===== src/design/spct_pkg.sv =====
// Constants for the serial port control and timer block
package spct_pkg;

  // ----------------------------------------------------------------
  // Register map
  // ----------------------------------------------------------------
  localparam int unsigned ADDR_W             = 4;
  localparam int unsigned DATA_W             = 24;
  localparam logic [3:0]  SERIAL_CONTROL_OFS = 4'h0;
  localparam logic [3:0]  SERIAL_STATUS_OFS  = 4'h4;

  // ----------------------------------------------------------------
  // Control register fields
  // ----------------------------------------------------------------
  localparam int unsigned RSV_HI_BIT         = 23;
  localparam int unsigned RSV_LO_BIT         = 17;
  localparam int unsigned RX_EXC_EN_BIT      = 16;
  localparam int unsigned CLK_POL_BIT        = 15;
  localparam int unsigned TIMER_RATE_BIT     = 14;
  localparam int unsigned TIMER_EN_BIT       = 13;
  localparam int unsigned RX_DATA_EN_BIT     = 11;
  localparam logic [23:0] SERIAL_CONTROL_RST = 24'h000000;
  localparam logic [23:0] WRITABLE_MASK      = 24'h01ffff;
  localparam logic [23:0] SOFT_RESET_MASK    = 24'h01e000;

  // ----------------------------------------------------------------
  // Status register fields
  // ----------------------------------------------------------------
  localparam int unsigned ST_TIMER_PEND_BIT  = 0;
  localparam int unsigned ST_RX_EXC_BIT      = 1;
  localparam int unsigned ST_RX_DATA_BIT     = 2;
  localparam int unsigned ST_TIMER_RATE_BIT  = 3;

  // ----------------------------------------------------------------
  // Timer chain
  // ----------------------------------------------------------------
  localparam int unsigned BAUD_W             = 12;
  localparam logic [3:0]  DIV16_LAST         = 4'hf;
  localparam logic [4:0]  DIV32_LAST         = 5'h1f;
  localparam logic [11:0] BAUD_CNT_RST       = 12'h000;

  // ----------------------------------------------------------------
  // Values after reset
  // ----------------------------------------------------------------
  localparam logic        REQ_RST            = 1'b0;
  localparam logic        SCLK_OUT_RST       = 1'b1;
  localparam logic        SCLK_OE_RST        = 1'b0;
  localparam logic        SCLK_RX_RST        = 1'b0;
  localparam logic [23:0] RDATA_RST          = 24'h000000;
  localparam logic [3:0]  DIV16_RST          = 4'h0;
  localparam logic [4:0]  DIV32_RST          = 5'h00;

endpackage


===== src/design/spct_serial_port_ctrl.sv =====
// Serial port control register upper bits, clock polarity and periodic timer
//
// Contract
// RQ1 - The control register can be read and written by the processor core.
// RQ2 - Control bits 23 to 17 read as zero; software writes zeros there.
// RQ3 - Exception enable, receive full and any error raise the exception request.
// RQ4 - Hardware or software reset clears exception enable, polarity, rate, timer enable.
// RQ5 - Bit 15 picks clock pin polarity for driven and received clocks.
// RQ6 - Synchronous: positive idles high, low during data; negative the reverse.
// RQ7 - Asynchronous: positive rising edge at bit centre; negative falling edge there.
// RQ8 - Rate bit clear inserts divide by 32; set bypasses it.
// RQ9 - Software keeps the rate bit steady while the timer is enabled.
// RQ10 - Timer enable sends periodic timer requests at the divider rate.
// RQ11 - Timer acknowledge clears a pending timer request automatically.
// RQ12 - Port clock is divided by 16 to match the 1x baud rate.
// RQ13 - Timer runs even when no port pins are used for serial.
// RQ14 - Timer event occurs each time the baud counter reaches zero; here only every 16th zero, or every 512th with the rate bit clear.
// RQ15 - Exception request takes priority over the plain receive data request.
`timescale 1ns/10ps

module spct_serial_port_ctrl
(
  input  wire logic        clk,
  input  wire logic        resetn,
  input  wire logic        soft_reset,
  input  wire logic [3:0]  reg_addr,
  input  wire logic [23:0] reg_wdata,
  input  wire logic        reg_wr,
  input  wire logic        reg_rd,
  output logic      [23:0] reg_rdata,
  input  wire logic [11:0] clock_divider,
  input  wire logic        rx_full_flag,
  input  wire logic        parity_err_flag,
  input  wire logic        framing_err_flag,
  input  wire logic        overrun_err_flag,
  output logic             rx_exception_req,
  output logic             rx_data_req,
  output logic             timer_req,
  input  wire logic        timer_ack,
  input  wire logic        sync_mode,
  input  wire logic        clk_drive_en,
  input  wire logic        tx_active,
  input  wire logic        sclk_phase,
  input  wire logic        sclk_in,
  output logic             sclk_out,
  output logic             sclk_oe,
  output logic             sclk_rx
);

  // ----------------------------------------------------------------
  // Control register
  // ----------------------------------------------------------------
  logic [23:0] serial_control;
  logic [23:0] next_serial_control;
  logic        rx_exception_irq_en;
  logic        clock_polarity_sel;
  logic        timer_rate_sel;
  logic        timer_irq_en;
  logic        rx_data_irq_en;

  always_comb
  begin
    next_serial_control = serial_control;
    // Software reset wins over a write in the same cycle
    if (soft_reset)
    begin
      next_serial_control = serial_control & ~spct_pkg::SOFT_RESET_MASK; // see RQ4
    end
    else if (reg_wr && (reg_addr == spct_pkg::SERIAL_CONTROL_OFS))
    begin
      next_serial_control = reg_wdata & spct_pkg::WRITABLE_MASK; // see RQ1, see RQ2
    end
  end

  always_ff @(posedge clk or negedge resetn)
  begin
    if (!resetn)
    begin
      serial_control <= spct_pkg::SERIAL_CONTROL_RST; // see RQ4
    end
    else
    begin
      serial_control <= next_serial_control;
    end
  end

  // ----------------------------------------------------------------
  // Field decode
  // ----------------------------------------------------------------
  assign rx_exception_irq_en = serial_control[spct_pkg::RX_EXC_EN_BIT];
  assign clock_polarity_sel  = serial_control[spct_pkg::CLK_POL_BIT];
  assign timer_rate_sel      = serial_control[spct_pkg::TIMER_RATE_BIT];
  assign timer_irq_en        = serial_control[spct_pkg::TIMER_EN_BIT];
  assign rx_data_irq_en      = serial_control[spct_pkg::RX_DATA_EN_BIT];

  // ----------------------------------------------------------------
  // Receive requests
  // ----------------------------------------------------------------
  logic rx_error_any;
  logic next_rx_exception_req;
  logic next_rx_data_req;

  // Any one error flag is enough
  assign rx_error_any = parity_err_flag | framing_err_flag | overrun_err_flag;

  always_comb
  begin
    next_rx_exception_req = rx_exception_irq_en & rx_full_flag & rx_error_any; // see RQ3
    // Error with exception enabled suppresses the plain request
    next_rx_data_req      = rx_data_irq_en & rx_full_flag & ~next_rx_exception_req; // see RQ15
  end

  always_ff @(posedge clk or negedge resetn)
  begin
    if (!resetn)
    begin
      rx_exception_req <= spct_pkg::REQ_RST;
    end
    else
    begin
      rx_exception_req <= next_rx_exception_req;
    end
  end

  always_ff @(posedge clk or negedge resetn)
  begin
    if (!resetn)
    begin
      rx_data_req <= spct_pkg::REQ_RST;
    end
    else
    begin
      rx_data_req <= next_rx_data_req;
    end
  end

  // ----------------------------------------------------------------
  // Baud counter
  // ----------------------------------------------------------------
  logic [11:0] baud_cnt;
  logic        baud_zero;

  // Free running, independent of pin configuration
  assign baud_zero = (baud_cnt == spct_pkg::BAUD_CNT_RST); // see RQ14, see RQ13

  always_ff @(posedge clk or negedge resetn)
  begin
    if (!resetn)
    begin
      baud_cnt <= spct_pkg::BAUD_CNT_RST;
    end
    else if (baud_zero)
    begin
      // A new divider takes effect at the next reload
      baud_cnt <= clock_divider;
    end
    else
    begin
      baud_cnt <= baud_cnt - 12'h001;
    end
  end

  // ----------------------------------------------------------------
  // Divide by 16 and optional divide by 32
  // ----------------------------------------------------------------
  logic [3:0] div16_cnt;
  logic [4:0] div32_cnt;
  logic       div16_tick;
  logic       div32_tick;
  logic       timer_tick;

  assign div16_tick = baud_zero & (div16_cnt == spct_pkg::DIV16_LAST); // see RQ12
  assign div32_tick = div16_tick & (div32_cnt == spct_pkg::DIV32_LAST);
  // Rate bit set bypasses the divide by 32
  assign timer_tick = timer_rate_sel ? div16_tick : div32_tick; // see RQ8

  always_ff @(posedge clk or negedge resetn)
  begin
    if (!resetn)
    begin
      div16_cnt <= spct_pkg::DIV16_RST;
    end
    else if (baud_zero)
    begin
      // Wraps by itself after sixteen baud zeros
      div16_cnt <= div16_cnt + 4'h1;
    end
  end

  // ----------------------------------------------------------------
  // Divide by 32 stage
  // ----------------------------------------------------------------
  always_ff @(posedge clk or negedge resetn)
  begin
    if (!resetn)
    begin
      div32_cnt <= spct_pkg::DIV32_RST;
    end
    else if (div16_tick)
    begin
      div32_cnt <= div32_cnt + 5'h01;
    end
  end

  // ----------------------------------------------------------------
  // Timer request
  // ----------------------------------------------------------------
  logic timer_set;

  // Counters run free, so the first request after enable comes at any phase
  assign timer_set = timer_irq_en & timer_tick; // see RQ10

  always_ff @(posedge clk or negedge resetn)
  begin
    if (!resetn)
    begin
      timer_req <= spct_pkg::REQ_RST;
    end
    else if (timer_set)
    begin
      // A new event beats an acknowledge in the same cycle
      timer_req <= 1'b1; // see RQ10
    end
    else if (timer_ack)
    begin
      // Acknowledge drops the request with no software action
      timer_req <= 1'b0; // see RQ11
    end
  end

  // ----------------------------------------------------------------
  // Clock pin polarity
  // ----------------------------------------------------------------
  logic next_sclk_out;

  always_comb
  begin
    if (sync_mode)
    begin
      // Gated clock: idle level is high for positive polarity
      next_sclk_out = (tx_active & sclk_phase) ^ ~clock_polarity_sel; // see RQ6, see RQ5
    end
    else
    begin
      // Phase rises at bit centre; inverted for negative polarity
      next_sclk_out = sclk_phase ^ clock_polarity_sel; // see RQ7, see RQ5
    end
  end

  always_ff @(posedge clk or negedge resetn)
  begin
    if (!resetn)
    begin
      // Idle level of positive polarity, the polarity after reset
      sclk_out <= spct_pkg::SCLK_OUT_RST;
    end
    else
    begin
      sclk_out <= next_sclk_out;
    end
  end

  // Enable follows the drive request one cycle late, in step with the pin data
  always_ff @(posedge clk or negedge resetn)
  begin
    if (!resetn)
    begin
      sclk_oe <= spct_pkg::SCLK_OE_RST;
    end
    else
    begin
      sclk_oe <= clk_drive_en;
    end
  end

  // ----------------------------------------------------------------
  // Received clock
  // ----------------------------------------------------------------
  // Normalised to positive polarity for the receive side
  always_ff @(posedge clk or negedge resetn)
  begin
    if (!resetn)
    begin
      sclk_rx <= spct_pkg::SCLK_RX_RST;
    end
    else
    begin
      sclk_rx <= sclk_in ^ clock_polarity_sel; // see RQ5
    end
  end

  // ----------------------------------------------------------------
  // Status word
  // ----------------------------------------------------------------
  logic [23:0] status_word;

  // Read only: writes to the status offset are dropped
  always_comb
  begin
    status_word                                = 24'h000000;
    status_word[spct_pkg::ST_TIMER_PEND_BIT]   = timer_req;
    status_word[spct_pkg::ST_RX_EXC_BIT]       = rx_exception_req;
    status_word[spct_pkg::ST_RX_DATA_BIT]      = rx_data_req;
    status_word[spct_pkg::ST_TIMER_RATE_BIT]   = timer_rate_sel;
  end

  // ----------------------------------------------------------------
  // Read port
  // ----------------------------------------------------------------
  logic [23:0] next_reg_rdata;

  // Data stand for one cycle only, then fall back to zero
  always_comb
  begin
    next_reg_rdata = spct_pkg::RDATA_RST;
    if (reg_rd)
    begin
      case (reg_addr)
        spct_pkg::SERIAL_CONTROL_OFS:
        begin
          next_reg_rdata = serial_control; // see RQ1, see RQ2
        end
        spct_pkg::SERIAL_STATUS_OFS:
        begin
          next_reg_rdata = status_word;
        end
        default:
        begin
          // Unmapped offsets read as zero
          next_reg_rdata = spct_pkg::RDATA_RST;
        end
      endcase
    end
  end

  always_ff @(posedge clk or negedge resetn)
  begin
    if (!resetn)
    begin
      reg_rdata <= spct_pkg::RDATA_RST;
    end
    else
    begin
      reg_rdata <= next_reg_rdata;
    end
  end

endmodule


===== config.mk =====
export PLATFORM = sky130hd
export DESIGN_NAME = spct_serial_port_ctrl
export DESIGN_NICKNAME = d
export VERILOG_FILES = /design/src/design/spct_pkg.sv /design/src/design/spct_serial_port_ctrl.sv
export SDC_FILE = /design/constraint.sdc
export NUM_CORES = 1
export LEC_CHECK = 0
export ABC_AREA = 1
export BUFFER_PORTS_ARGS = -buffer_cell sky130_fd_sc_hd__clkbuf_2
export CAP_MARGIN = 15
export CORE_UTILIZATION = 38
export CTS_BUF_LIST = sky130_fd_sc_hd__clkbuf_4 sky130_fd_sc_hd__clkbuf_8 sky130_fd_sc_hd__clkbuf_16
export CTS_CLUSTER_DIAMETER = 200
export DETAILED_ROUTE_END_ITERATION = 8
export HOLD_SLACK_MARGIN = 0.02
export PLACE_DENSITY = 0.66
export SETUP_SLACK_MARGIN = 0.5
export SYNTH_ARGS = -nofsm -noshare
export SYNTH_HDL_FRONTEND = slang
export SYNTH_SLANG_ARGS = --single-unit

===== constraint.sdc =====
create_clock -name clk -period 3.3 [get_ports clk]
set_input_delay 0.165 -clock clk [delete_from_list [all_inputs] [get_ports clk]]
set_output_delay 0.165 -clock clk [all_outputs]
set_load 0.01 [all_outputs]

Word level (Yosys, flattened, before mapping)
Index checks and enable logic that the tools add are counted.
{"block": "totals", "reg_bits": 68, "inputBits": 55, "wordCells": 49}
{"block": "op_classes", "addsub": 3, "n_eq_ne": 3, "mux": 9, "bitwise_logic": 16, "reduce_logical": 6}
{"op": "2-to-1 mux 17 bit", "n": 2}
{"op": "one-hot mux 17 bit (2 select lines)", "n": 1}
{"op": "2-to-1 mux 24 bit", "n": 1}
{"op": "zero test 12 bit", "n": 1}
{"op": "2-to-1 mux 12 bit", "n": 1}
{"op": "subtractor 12 x 1 -> 12 bit (second input constant)", "n": 1}
{"op": "bitwise AND 1 bit", "n": 8}
{"op": "adder 5 x 1 -> 5 bit (second input constant)", "n": 1}
{"op": "== test 5 bit (second input constant)", "n": 1}
{"op": "adder 4 x 1 -> 4 bit (second input constant)", "n": 1}
{"op": "== test 4 x 3 -> 1 bit (second input constant)", "n": 1}
{"op": "== test 4 bit (second input constant)", "n": 1}
{"op": "zero test 4 bit", "n": 1}
{"op": "2-to-1 mux 1 bit", "n": 4}
{"op": "nonzero test 2 bit", "n": 2}
{"op": "inverter 1 bit", "n": 3}
{"op": "bitwise XOR 1 bit", "n": 3}
{"op": "bitwise OR 1 bit", "n": 2}
{"op": "AND reduction 2 bit", "n": 1}
{"op": "logical AND 1 bit", "n": 1}

Depth between registers and ports, before layout
Gate-level depths: netlist of run 1.
{"block": "depth", "depth_word": 6, "depth_mapped": 10}

Worst setup path after synthesis of run 1
No wires, ideal clock.
{"block": "synth_timing", "path_type": "reg-to-reg", "startpoint": "register baud_cnt[0]", "endpoint": "register div32_cnt[2]", "t_arrival_ns": 1.249, "required_time_ns": 3.183, "setup_slack_ns": 1.934, "path_stages_with_launch": 11, "path_buffers": 1, "period_less_slack_ns": 1.366, "cell_sequence": "dfrtp_1 > inv_1 > ha_1 > nand2_2 > inv_2 > nand2_2 > nor2_4 > buf_6 > nand2_4 > nand2_1 > nand2_1"}
{"block": "synth_between", "elab_chain_cells": 2}
{"element": "start, declared", "line": "spct_serial_port_ctrl.sv:140", "source": "logic [11:0] baud_cnt;"}
{"element": "start signal, assigned", "line": "spct_serial_port_ctrl.sv:150", "source": "baud_cnt <= spct_pkg::BAUD_CNT_RST;"}
{"element": "start signal, assigned", "line": "spct_serial_port_ctrl.sv:155", "source": "baud_cnt <= clock_divider;"}
{"element": "start signal, assigned", "line": "spct_serial_port_ctrl.sv:159", "source": "baud_cnt <= baud_cnt - 12'h001;"}
{"element": "zero test 12 bit", "line": "spct_serial_port_ctrl.sv:144", "source": "assign baud_zero = (baud_cnt == spct_pkg::BAUD_CNT_RST);"}
{"element": "bitwise AND 1 bit", "line": "spct_serial_port_ctrl.sv:172", "source": "assign div16_tick = baud_zero & (div16_cnt == spct_pkg::DIV16_LAST);"}
{"element": "end signal, assigned", "line": "spct_serial_port_ctrl.sv:197", "source": "div32_cnt <= spct_pkg::DIV32_RST;"}
{"element": "end signal, assigned", "line": "spct_serial_port_ctrl.sv:201", "source": "div32_cnt <= div32_cnt + 5'h01;"}
{"element": "end, declared", "line": "spct_serial_port_ctrl.sv:167", "source": "logic [4:0] div32_cnt;"}
Every way passes these cells.
A chain may end at the register's enable or synchronous reset.

Worst setup path after layout of run 1
{"block": "layout_timing", "startpoint": "register baud_cnt[0]", "endpoint": "register div32_cnt[0]"}
Same word-level chain as after synthesis.

==> flow_metrics.env, run 1 <==
export IMPL_outcome="complete, no violations"
export IMPL_crit_arrival_ns=1.95
export IMPL_critPathLaunch="baud_cnt[0]$_DFF_PN0_"
export IMPL_critPathCaptureType="flip-flop"
export IMPL_synth_warnings=0
export IMPL_r2r_slack_ns=1.57
export IMPL_fin_skew_ns=0.00746
export IMPL_place_congestion=0.780
export IMPL_drt_initial_drc_count=36
export IMPL_drt_first_pass_iters=4
export IMPL_std_cell_rows=30
export IMPL_cts_buffers=9
export IMPL_antenna_found_initial=0
export IMPL_rr_worst_depth=9
export IMPL_clockRootBuffer="clkbuf_8"
export IMPL_ys_types=33
export IMPL_powerDensity_mw_per_mm2=490
export IMPL_min_delay_path_class="in -> reg"
export IMPL_instances_no_fill=483
export IMPL_syn_mean_instance_area_um2=9.02
export IMPL_htree_levels=3
export IMPL_drt_wl_total_um=5260
export IMPL_hold_violations=0
export IMPL_crit_path_end="div32_cnt[0]$_DFFE_PN0N_"
export IMPL_routedWlPerCell_um=10.9
export IMPL_cts_tree="yes"
export IMPL_cp_slowest_stage_delay_ns=0.38
export IMPL_setup_tns_ns=0
export IMPL_dp_hpwl_um=3710
export IMPL_critPathMaxFanout=20
export IMPL_worst_pin_slew_ns=0.849
export IMPL_start_util_pct=40.1
export IMPL_min_period_ns=1.73
export IMPL_fillCellCount=706
export IMPL_cts_resized_gates=0
export IMPL_critical_path_cell_chain="inv_1 > ha_1 > nand2_2 > inv_2 > nand2_2 > nor2_4 > nand2_4 > nand2_1 > nand2_1"
export IMPL_final_layout_size_suffix_gt1_share_pct=26.9
export IMPL_grt_pass1_vias=2114
export IMPL_peakVddDrop_uv=220
export IMPL_placedCellCount=465
export IMPL_drc=0
export IMPL_synthCells=307
export IMPL_layout_commonest_cell="clkbuf_2"
export IMPL_clk_pin_slew_ns=0.07
export IMPL_r2r_start="baud_cnt[0]$_DFF_PN0_"
export IMPL_antenna_cells=0
export IMPL_cp_required_ns=3.52
export IMPL_grt_max_degree=35
export IMPL_vias_per_cell=4.42
export IMPL_area_growth_pct=20.6
export IMPL_timing_rr_end="div32_cnt[0]$_DFFE_PN0N_"
export IMPL_cts_sinks=61
export IMPL_min_period_over_period_pct=52.4
export IMPL_portBuffers=70
export IMPL_slew_viol_final=0
export IMPL_cp_slowest_cell="dfrtp_1"
export IMPL_grt_overflow_total=0
export IMPL_placed_area_mm2=0.00314
export IMPL_final_cell_area_mm2=0.00334
export IMPL_die_h_um=87.3
export IMPL_clockBufferDepth=2
export IMPL_vias=2135
export IMPL_rsz0062_at_grt="false"
export IMPL_nets=443
export IMPL_critPathKind="reg -> reg"
export IMPL_die_w_um=87.3
export IMPL_drv_cap=0
export IMPL_slew_headroom_pct=43.4
export IMPL_start_kind="flip-flop"
export IMPL_syn_area_mm2=0.00277
export IMPL_grt_pass1_wl_um=9320
export IMPL_ant_nets=0
export IMPL_clk_latency_ns=0.33
export IMPL_ys_ff_latch=61
export IMPL_cts_setup_buffers=0
export IMPL_layout_common_cells="clkbuf_2, dfrtp_1, nand2_1"
export IMPL_setup_viol=0
export IMPL_leakage_nw=1.83
export IMPL_ys_seq_area_share_pct=55.2
export IMPL_hold_buffers=4
export IMPL_core_mm2=0.00691
export IMPL_grt_use_total_pct=16.1
export IMPL_fmax_mhz=578
export IMPL_dieArea_mm2=0.00763
export IMPL_io_pins=85
[layout make-up]
class                   instances  area [um2]  area share [%]
flip-flops and latches         61        1530            45.8
well taps                      96         120            3.60
inverters                      40         150            4.50
multi-input cells             196         980            29.4
clock buffers                   9         124            3.71
repair buffers                 76         405            12.1
clock inverters                 5        30.0           0.900
[cells in the mapped netlist (all sizes together)]
cell type / n / share of area (%)
and2: 1 / 0.23
inv: 40 / 5.4
nand2: 63 / 9.2
buf: 15 / 4.7
nand3: 28 / 5.7
conb: 1 / 0.14
nor3: 2 / 0.77
o21ai: 19 / 3.4
o21bai: 1 / 0.27
clkbuf: 1 / 0.14
a31oi: 1 / 0.23
nand4: 1 / 0.23
or2: 2 / 0.45
dfstp: 1 / 0.95
a21oi: 12 / 2.2
xnor2: 3 / 1.2
dfrtp: 60 / 54
nor2: 45 / 6.6
nand3b: 2 / 0.54
xor2: 5 / 1.6
ha: 4 / 1.8
[routing by layer]
metal	vias to the layer above	share of wire (%)	track usage (%)
met3	7	6.6	6.54
met2	64	48	26.6
met4	0	1.3	5.37
met5	-	0	0
met1	971	44	19.2
li1	1093	-	-
[through the flow]
| step | setup WS [ns] | util (%) | hold WS, ns | total power [W] |
|---|---|---|---|---|
| 6_report | 1.57 | 48.3 | 0.0404 | 0.00164 |
| 5_1_grt | 1.34 | 48.3 | 0.0334 | 0.00174 |
| 4_1_cts | 1.55 | 48.3 | 0.0221 | 0.00167 |
| 3_5_place_dp | 1.57 | 45.5 | 0.275 | 0.00111 |
| 3_3_place_gp | 1.60 | 45.5 | 0.275 | 0.00110 |
| 2_1_floorplan | 1.93 | - | -0.131 | 0.00103 |
[logic make-up (layout without fill, tap and decap cells)]
family | after synthesis | in the layout | synth area share (%)
AND/OR/NAND/NOR | 144 | 144 | 23.7
flip-flops | 61 | 61 | 55.2
buffers and inverters | 56 | 130 | 10.2
AO/OA/AOI/OAI | 33 | 33 | 6.10
XOR/XNOR | 8 | 8 | 2.80
adder cells (fa/ha/maj) | 4 | 4 | 1.81
other | 1 | 7 | 0.135
[critical path, delay by kind of cell, from the launching register on]
family | cells | cell delay [ns]
buf+inv | 2 | 0.16
fa+ha+maj | 1 | 0.27
simple gates | 6 | 0.78
flops | 1 | 0.38
[sequential cells by signal, indices dropped and copies added, names as in the netlist]
register and count:
div16_cnt 4, div32_cnt 5, sclk_oe 1, sclk_rx 1, sclk_out 1, baud_cnt 12
serial_control 17, timer_req 1, reg_rdata 17, rx_data_req 1, rx_exception_req 1
[worst min-delay path by stage]
stage | from | end | slack (ns) | depth (start not counted)
final | clock_divider[9] | baud_cnt[9]$_DFF_PN0_ | 0.04 | 3
after global routing | rx_full_flag | rx_data_req$_DFF_PN0_ | 0.03 | 3
after CTS | clock_divider[7] | baud_cnt[7]$_DFF_PN0_ | 0.02 | 3
after detailed placement | clk_drive_en | sclk_oe$_DFF_PN0_ | 0.28 | 1
after global placement | clk_drive_en | sclk_oe$_DFF_PN0_ | 0.28 | 1
after floorplan | resetn | baud_cnt[0]$_DFF_PN0_ | -0.13 | 0
[report_power, final]
part	leakage, nW	switching (W)	total (W)	internal (W)
Combinational	0.980	0.000125	0.000220	0.0000953
Clock	0.0767	0.000280	0.000539	0.000259
Sequential	0.772	0.0000531	0.000876	0.000823
Total	1.83	0.000458	0.00164	0.00118
Power figures use the tool's default switching activity.
==> run 2: changes to the inputs <==
Clock period 3.3 ns to 1.8 ns, I/O delays scaled along.
==> flow_metrics.env, run 2 (synthesis gave the netlist of run 1 again) <==
export IMPL_clockBufferDepth=2
export IMPL_setup_tns_ns=0
export IMPL_drv_cap=0
export IMPL_slew_headroom_pct=60.6
export IMPL_cp_num_cells=9
export IMPL_worst_pin_slew_ns=0.591
export IMPL_grt_pass1_wl_um=10500
export IMPL_antenna_found_initial=0
export IMPL_fmax_mhz=685
export IMPL_fin_total_pwr_w=0.00357
export IMPL_crit_buf_inv=4
export IMPL_r2r_slack_ns=0.34
export IMPL_drc=0
export IMPL_start_kind="flip-flop"
export IMPL_std_cell_rows=30
export IMPL_htree_levels=3
export IMPL_hold_violations=0
export IMPL_whs_path_depth=4
export IMPL_timing_rr_end="div16_cnt[3]$_DFFE_PN0P_"
export IMPL_peakVddDrop_uv=715
export IMPL_p_switching_w=0.000946
export IMPL_min_period_ns=1.46
export IMPL_crit_arrival_ns=1.69
export IMPL_intPower_w=0.00262
export IMPL_clk_latency_ns=0.34
export IMPL_rsz0062_at_grt="true"
export IMPL_p_sw_share_pct=26.5
export IMPL_min_from="tx_active"
export IMPL_power_frac_comb_pct=15.8
export IMPL_instances_no_fill=531
export IMPL_die_h_um=87.3
export IMPL_critPathCaptureType="flip-flop"
export IMPL_critical_path_cell_chain="inv_2 > ha_4 > nand2_4 > inv_4 > nand2_4 > nor2_4 > buf_12 > clkbuf_16 > o21ai_2"
export IMPL_critPathMaxFanout=5
export IMPL_portBuffers=70
export IMPL_clockRootBuffer="clkbuf_8"
export IMPL_clk_pin_slew_ns=0.07
export IMPL_cp_slowest_cell="dfrtp_1"
export IMPL_antenna_cells=0
export IMPL_min_delay_path_class="in -> reg"
export IMPL_cts_sinks=61
export IMPL_cp_required_ns=2.03
export IMPL_area_growth_pct=48.3
export IMPL_grt_max_degree=42
export IMPL_leakage_nw=2.18
export IMPL_placedCellCount=465
export IMPL_min_to="sclk_out$_DFF_PN1_"
export IMPL_fin_skew_ns=0.00677
export IMPL_ant_nets=0
export IMPL_cp_slowest_stage_delay_ns=0.39
export IMPL_outcome="complete, no violations"
export IMPL_vias=2394
export IMPL_rr_worst_depth=9
export IMPL_setup_viol=0
export IMPL_r2r_start="baud_cnt[0]$_DFF_PN0_"
export IMPL_slew_viol_final=0
export IMPL_critPathKind="reg -> reg"
export IMPL_layout_commonest_cell="clkbuf_2"
export IMPL_grt_pass1_vias=2367
export IMPL_pwr_share_clk_pct=39.0
export IMPL_pwr_share_seq_pct=45.3
export IMPL_die_w_um=87.3
export IMPL_start_util_pct=40.1
export IMPL_dp_slack_ns=0.185
export IMPL_min_period_over_period_pct=81.1
export IMPL_drt_first_pass_iters=4
export IMPL_dieArea_mm2=0.00763
export IMPL_drt_wl_total_um=6540
export IMPL_setup_ws_ns=0.339
export IMPL_place_congestion=0.816
export IMPL_cts_buffers=9
export IMPL_routedWlPerCell_um=12.3
export IMPL_cpMostUsedCell="nand2_4"
export IMPL_vias_per_cell=4.51
export IMPL_powerDensity_mw_per_mm2=869
export IMPL_layout_common_cells="clkbuf_2, dfrtp_1, nand2_1"
export IMPL_crit_family="buffers and inverters"
export IMPL_cts_tree="yes"
export IMPL_core_mm2=0.00691
export IMPL_dp_hpwl_um=3750
export IMPL_top_regs="reg_rdata x17, serial_control x17, baud_cnt x12"
export IMPL_io_pins=85
export IMPL_drt_initial_drc_count=104
export IMPL_grt_use_total_pct=18.2
export IMPL_final_layout_size_suffix_gt1_share_pct=34.7
export IMPL_nets=489
export IMPL_grt_overflow_total=0
## run 2: through the flow
step / hold slack, ns / instance area (um2) / utilization, %
global route: 0.0512 / 4110 / 59.4
floorplan: -0.206 / 2800 / -
CTS: 0.0252 / 3950 / 57.1
finish: 0.0456 / 4110 / 59.4
detailed placement: 0.120 / 3180 / 46.1
global placement: 0.117 / 3180 / 46.1
## run 2: layout make-up
class	instances	area (um2)
clock buffer	11	145
fill	610	2800
tap	96	120
multi-input combinational	197	1130
inverter	40	153
clock inverter	5	83.8
sequential	61	1530
timing repair buffer	121	941
## run 2: worst max-delay path by stage
stage | endpoint | startpoint | slack, ns
final | div16_cnt[3]$_DFFE_PN0P_ | baud_cnt[0]$_DFF_PN0_ | 0.34
after global routing | div16_cnt[3]$_DFFE_PN0P_ | baud_cnt[6]$_DFF_PN0_ | 0.25
after detailed placement | div16_cnt[2]$_DFFE_PN0P_ | baud_cnt[0]$_DFF_PN0_ | 0.18
after floorplan | div32_cnt[2]$_DFFE_PN0N_ | baud_cnt[0]$_DFF_PN0_ | 0.50
after global placement | div16_cnt[2]$_DFFE_PN0P_ | baud_cnt[0]$_DFF_PN0_ | 0.31
after CTS | div16_cnt[3]$_DFFE_PN0P_ | baud_cnt[0]$_DFF_PN0_ | 0.35
## run 2: power by group through the flow
stage	Clock, W	Combinational [W]	Sequential (W)
6_report	0.00139	0.000563	0.00162
5_1_grt	0.00148	0.000635	0.00163
4_1_cts	0.00143	0.000485	0.00161
3_5_place_dp	0	0.000401	0.00163
3_3_place_gp	0	0.000390	0.00163
2_1_floorplan	0	0.000276	0.00161
## run 2: metal layers
| metal | global-route usage [%] | wire length (um) |
|---|---|---|
| met4 | 6.26 | 64 |
| met5 | 0 | 0 |
| met1 | 19.7 | 2700 |
| met3 | 5.88 | 354 |
| met2 | 33.2 | 3420 |
## run 2: worst min-delay path, stage by stage
cell and delay [ns]:
clkbuf_2 0.08, nand3_1 0.06, o21ai_0 0.09, xor2_1 0.07
## run 2: repair_timing
action,in CTS,in global routing
resized for setup,17,32
cloned,3,1
endpoints found under the setup margin,21,21
pin swaps,10,15
endpoints found under the hold margin,52,0
buffers inserted,5,6
hold buffers,35,0
==> run 3: changes to the inputs <==
Settings changed: ABC_AREA 1 to 0, PLACE_DENSITY 0.66 to 0.7.
Clock period 1.8 ns to 1.3 ns, I/O delays scaled along.
==> flow_metrics.env, run 3 <==
export IMPL_outcome="complete, but fails checks"
export IMPL_violations="setup timing"
export IMPL_drt_first_pass_iters=4
export IMPL_grtUsageMet3_pct=4.06
export IMPL_min_period_over_period_pct=146
export IMPL_start_kind="flip-flop"
export IMPL_rsz0062_at_grt="true"
export IMPL_synth_area_leaders="dfrtp_1, mux2_2, xnor2_1"
export IMPL_setup_ws_ns=-0.592
export IMPL_clk_latency_ns=0.33
export IMPL_layout_commonest_cell="dfrtp_1"
export IMPL_peakVddDrop_uv=924
export IMPL_die_w_um=83.5
export IMPL_antenna_cells=0
export IMPL_htree_levels=3
export IMPL_pwr_share_clk_pct=41.6
export IMPL_cts_sinks=61
export IMPL_dieArea_mm2=0.00697
export IMPL_layout_common_cells="dfrtp_1, clkbuf_2, dlygate4sd3_1"
export IMPL_clockBufferDepth=2
export IMPL_fin_skew_ns=0.00396
export IMPL_synth_top_area_share_pct=59.5
export IMPL_synthFlopType="dfrtp_1"
export IMPL_ys_ff_latch=61
export IMPL_die_h_um=83.5
export IMPL_final_layout_size_suffix_gt1_share_pct=48.6
export IMPL_crit_arrival_ns=2.11
export IMPL_critPathCaptureType="flip-flop"
export IMPL_synth_warnings=0
export IMPL_synth_top_area_cell="dfrtp_1"
export IMPL_p_sw_share_pct=22.1
export IMPL_nets=404
export IMPL_drv_cap=0
export IMPL_core_mm2=0.00639
export IMPL_setup_viol=22
export IMPL_top_regs="reg_rdata x17, serial_control x17, baud_cnt x12"
export IMPL_drc=0
export IMPL_syn_area_mm2=0.00252
export IMPL_hold_buffers=33
export IMPL_ys_types=34
export IMPL_drt_initial_drc_count=95
export IMPL_antenna_found_initial=0
export IMPL_intPower_w=0.00323
export IMPL_start_util_pct=39.5
export IMPL_powerDensity_mw_per_mm2=1040
export IMPL_use_met2_pct=30.8
export IMPL_grt_overflow_total=0
export IMPL_critPathMaxFanout=5
export IMPL_busiest_layer="met2"
export IMPL_syn_mean_instance_area_um2=12.4
export IMPL_grt_max_degree=40
export IMPL_portBuffers=70
export IMPL_grt_use_total_pct=17.3
export IMPL_place_congestion=0.747
export IMPL_vias_per_cell=4.66
export IMPL_cts_tree="yes"
export IMPL_hold_violations=0
export IMPL_std_cell_rows=29
export IMPL_async_flop_share_pct=100
export IMPL_ant_nets=0
export IMPL_critPathKind="reg -> reg"
export IMPL_drt_wl_total_um=5660
export IMPL_grt_pass1_wl_um=9440
export IMPL_leakage_nw=2.04
export IMPL_area_growth_pct=57.5
export IMPL_r2r_slack_ns=-0.59
export IMPL_fmax_mhz=528
export IMPL_dp_hpwl_um=3610
export IMPL_synthCells=203
export IMPL_power_frac_comb_pct=9.1
export IMPL_ys_seq_area_share_pct=60.5
export IMPL_yosys_top_cells_count="dfrtp_1, mux2_2, nor2_1"
export IMPL_min_from="overrun_err_flag"
export IMPL_yosysMostFrequentCell="dfrtp_1"
export IMPL_slew_viol_final=0
export IMPL_clockRootBuffer="clkbuf_8"
export IMPL_grtUsageMet1_pct=19.9
export IMPL_pwr_share_seq_pct=49.2
export IMPL_r2r_start="baud_cnt[0]$_DFF_PN0_"
export IMPL_cts_buffers=9
export IMPL_p_switching_w=0.000914
export IMPL_grt_pass1_vias=2113
export IMPL_fin_total_pwr_w=0.00414
export IMPL_clk_pin_slew_ns=0.07
export IMPL_routedWlPerCell_um=13.3
export IMPL_min_period_ns=1.89
export IMPL_vias=1989
export IMPL_cp_required_ns=1.51
export IMPL_dp_slack_ns=-0.562
export IMPL_io_pins=85
export IMPL_synth_edf_count=0
export IMPL_critPathLaunch="baud_cnt[0]$_DFF_PN0_"
export IMPL_min_delay_path_class="in -> reg"
[run 3: changes by cell type after synthesis, sizes merged, moves of 5 or more]
cell,change
nor2,-31
a21oi,-9
buf,-5
nand3,-25
o21ai,-10
and2,+12
mux2,+17
xnor2,+9
inv,-34
nor4,+5
nand2,-51
a22o,+5
[run 3: cells by family (layout without fill, tap and decap cells)]
family	after synthesis	in the layout	synth area share (%)
AND/OR/NAND/NOR	62	63	13.7
flip-flops	61	61	60.5
multiplexers	21	21	9.17
AO/OA/AOI/OAI	19	19	4.81
buffers and inverters	19	159	4.11
XOR/XNOR	16	16	5.55
adder cells (fa/ha/maj)	4	4	1.98
other	1	7	0.149
[run 3: power groups by stage]
stage	clock network, W	registers, W	logic (W)
finish	0.00172	0.00204	0.000378
CTS	0.00176	0.00204	0.000361
global route	0.00186	0.00205	0.000414
floorplan	0	0.00207	0.000126
detailed placement	0	0.00207	0.000272
global placement	0	0.00207	0.000264
[run 3: metal layers]
metal  vias up  share of wire, %
li1        959                 -
met1       989                43
met2        37                53
met3         4               3.5
met4         0              0.92
met5         -                 0
[run 3: critical path: stages, from the launching register on]
cell     delay [ns]
dfrtp_1        0.40
inv_1          0.07
ha_2           0.16
or4b_4         0.50
nor3_4         0.18
buf_6          0.17
mux2_4         0.30
[run 3: final cells by class]
cell class	count	area (um2)
Sequential cell	61	1530
Inverter	6	22.5
Timing Repair Buffer	137	1040
Multi-Input combinational cell	130	1090
Tap cell	77	96.3
Clock inverter	3	45.0
Fill cell	505	2410
Clock buffer	13	160
[run 3: metrics by stage]
step / utilization (%) / hold WS [ns] / area [um2] / setup TNS [ns] / instances
finish: 62.3 / 0.00314 / 3980 / -11.07 / 427
global route: 62.3 / 0.00305 / 3980 / -12.91 / 427
CTS: 60.0 / -0.0128 / 3830 / -10.06 / 423
detailed placement: 50.0 / 0.0681 / 3190 / -10.60 / 366
global placement: 50.0 / 0.0651 / 3190 / -9.38 / 366
floorplan: - / -0.231 / 2670 / -8.62 / 209
[run 3: repair_timing]
| item | in CTS | in global routing |
|---|---|---|
| pin swaps | 5 | 1 |
| hold endpoints to repair | 93 | 1 |
| gates cloned | 2 | 0 |
| setup buffers | 6 | 4 |
| resized for setup | 15 | 54 |
| endpoints found under the setup margin | 58 | 56 |
[run 3: final timing paths]
path,end,depth (start not counted)
max in group asynchronous,reg_rdata[9]$_DFF_PN0_,3
min in group asynchronous,reg_rdata[1]$_DFF_PN0_,3
worst min-delay path,rx_exception_req$_DFF_PN0_,2
worst max-delay path,div16_cnt[1]$_DFFE_PN0P_,6
worst max register to register,div16_cnt[1]$_DFFE_PN0P_,6
worst min register to register,reg_rdata[10]$_DFF_PN0_,1
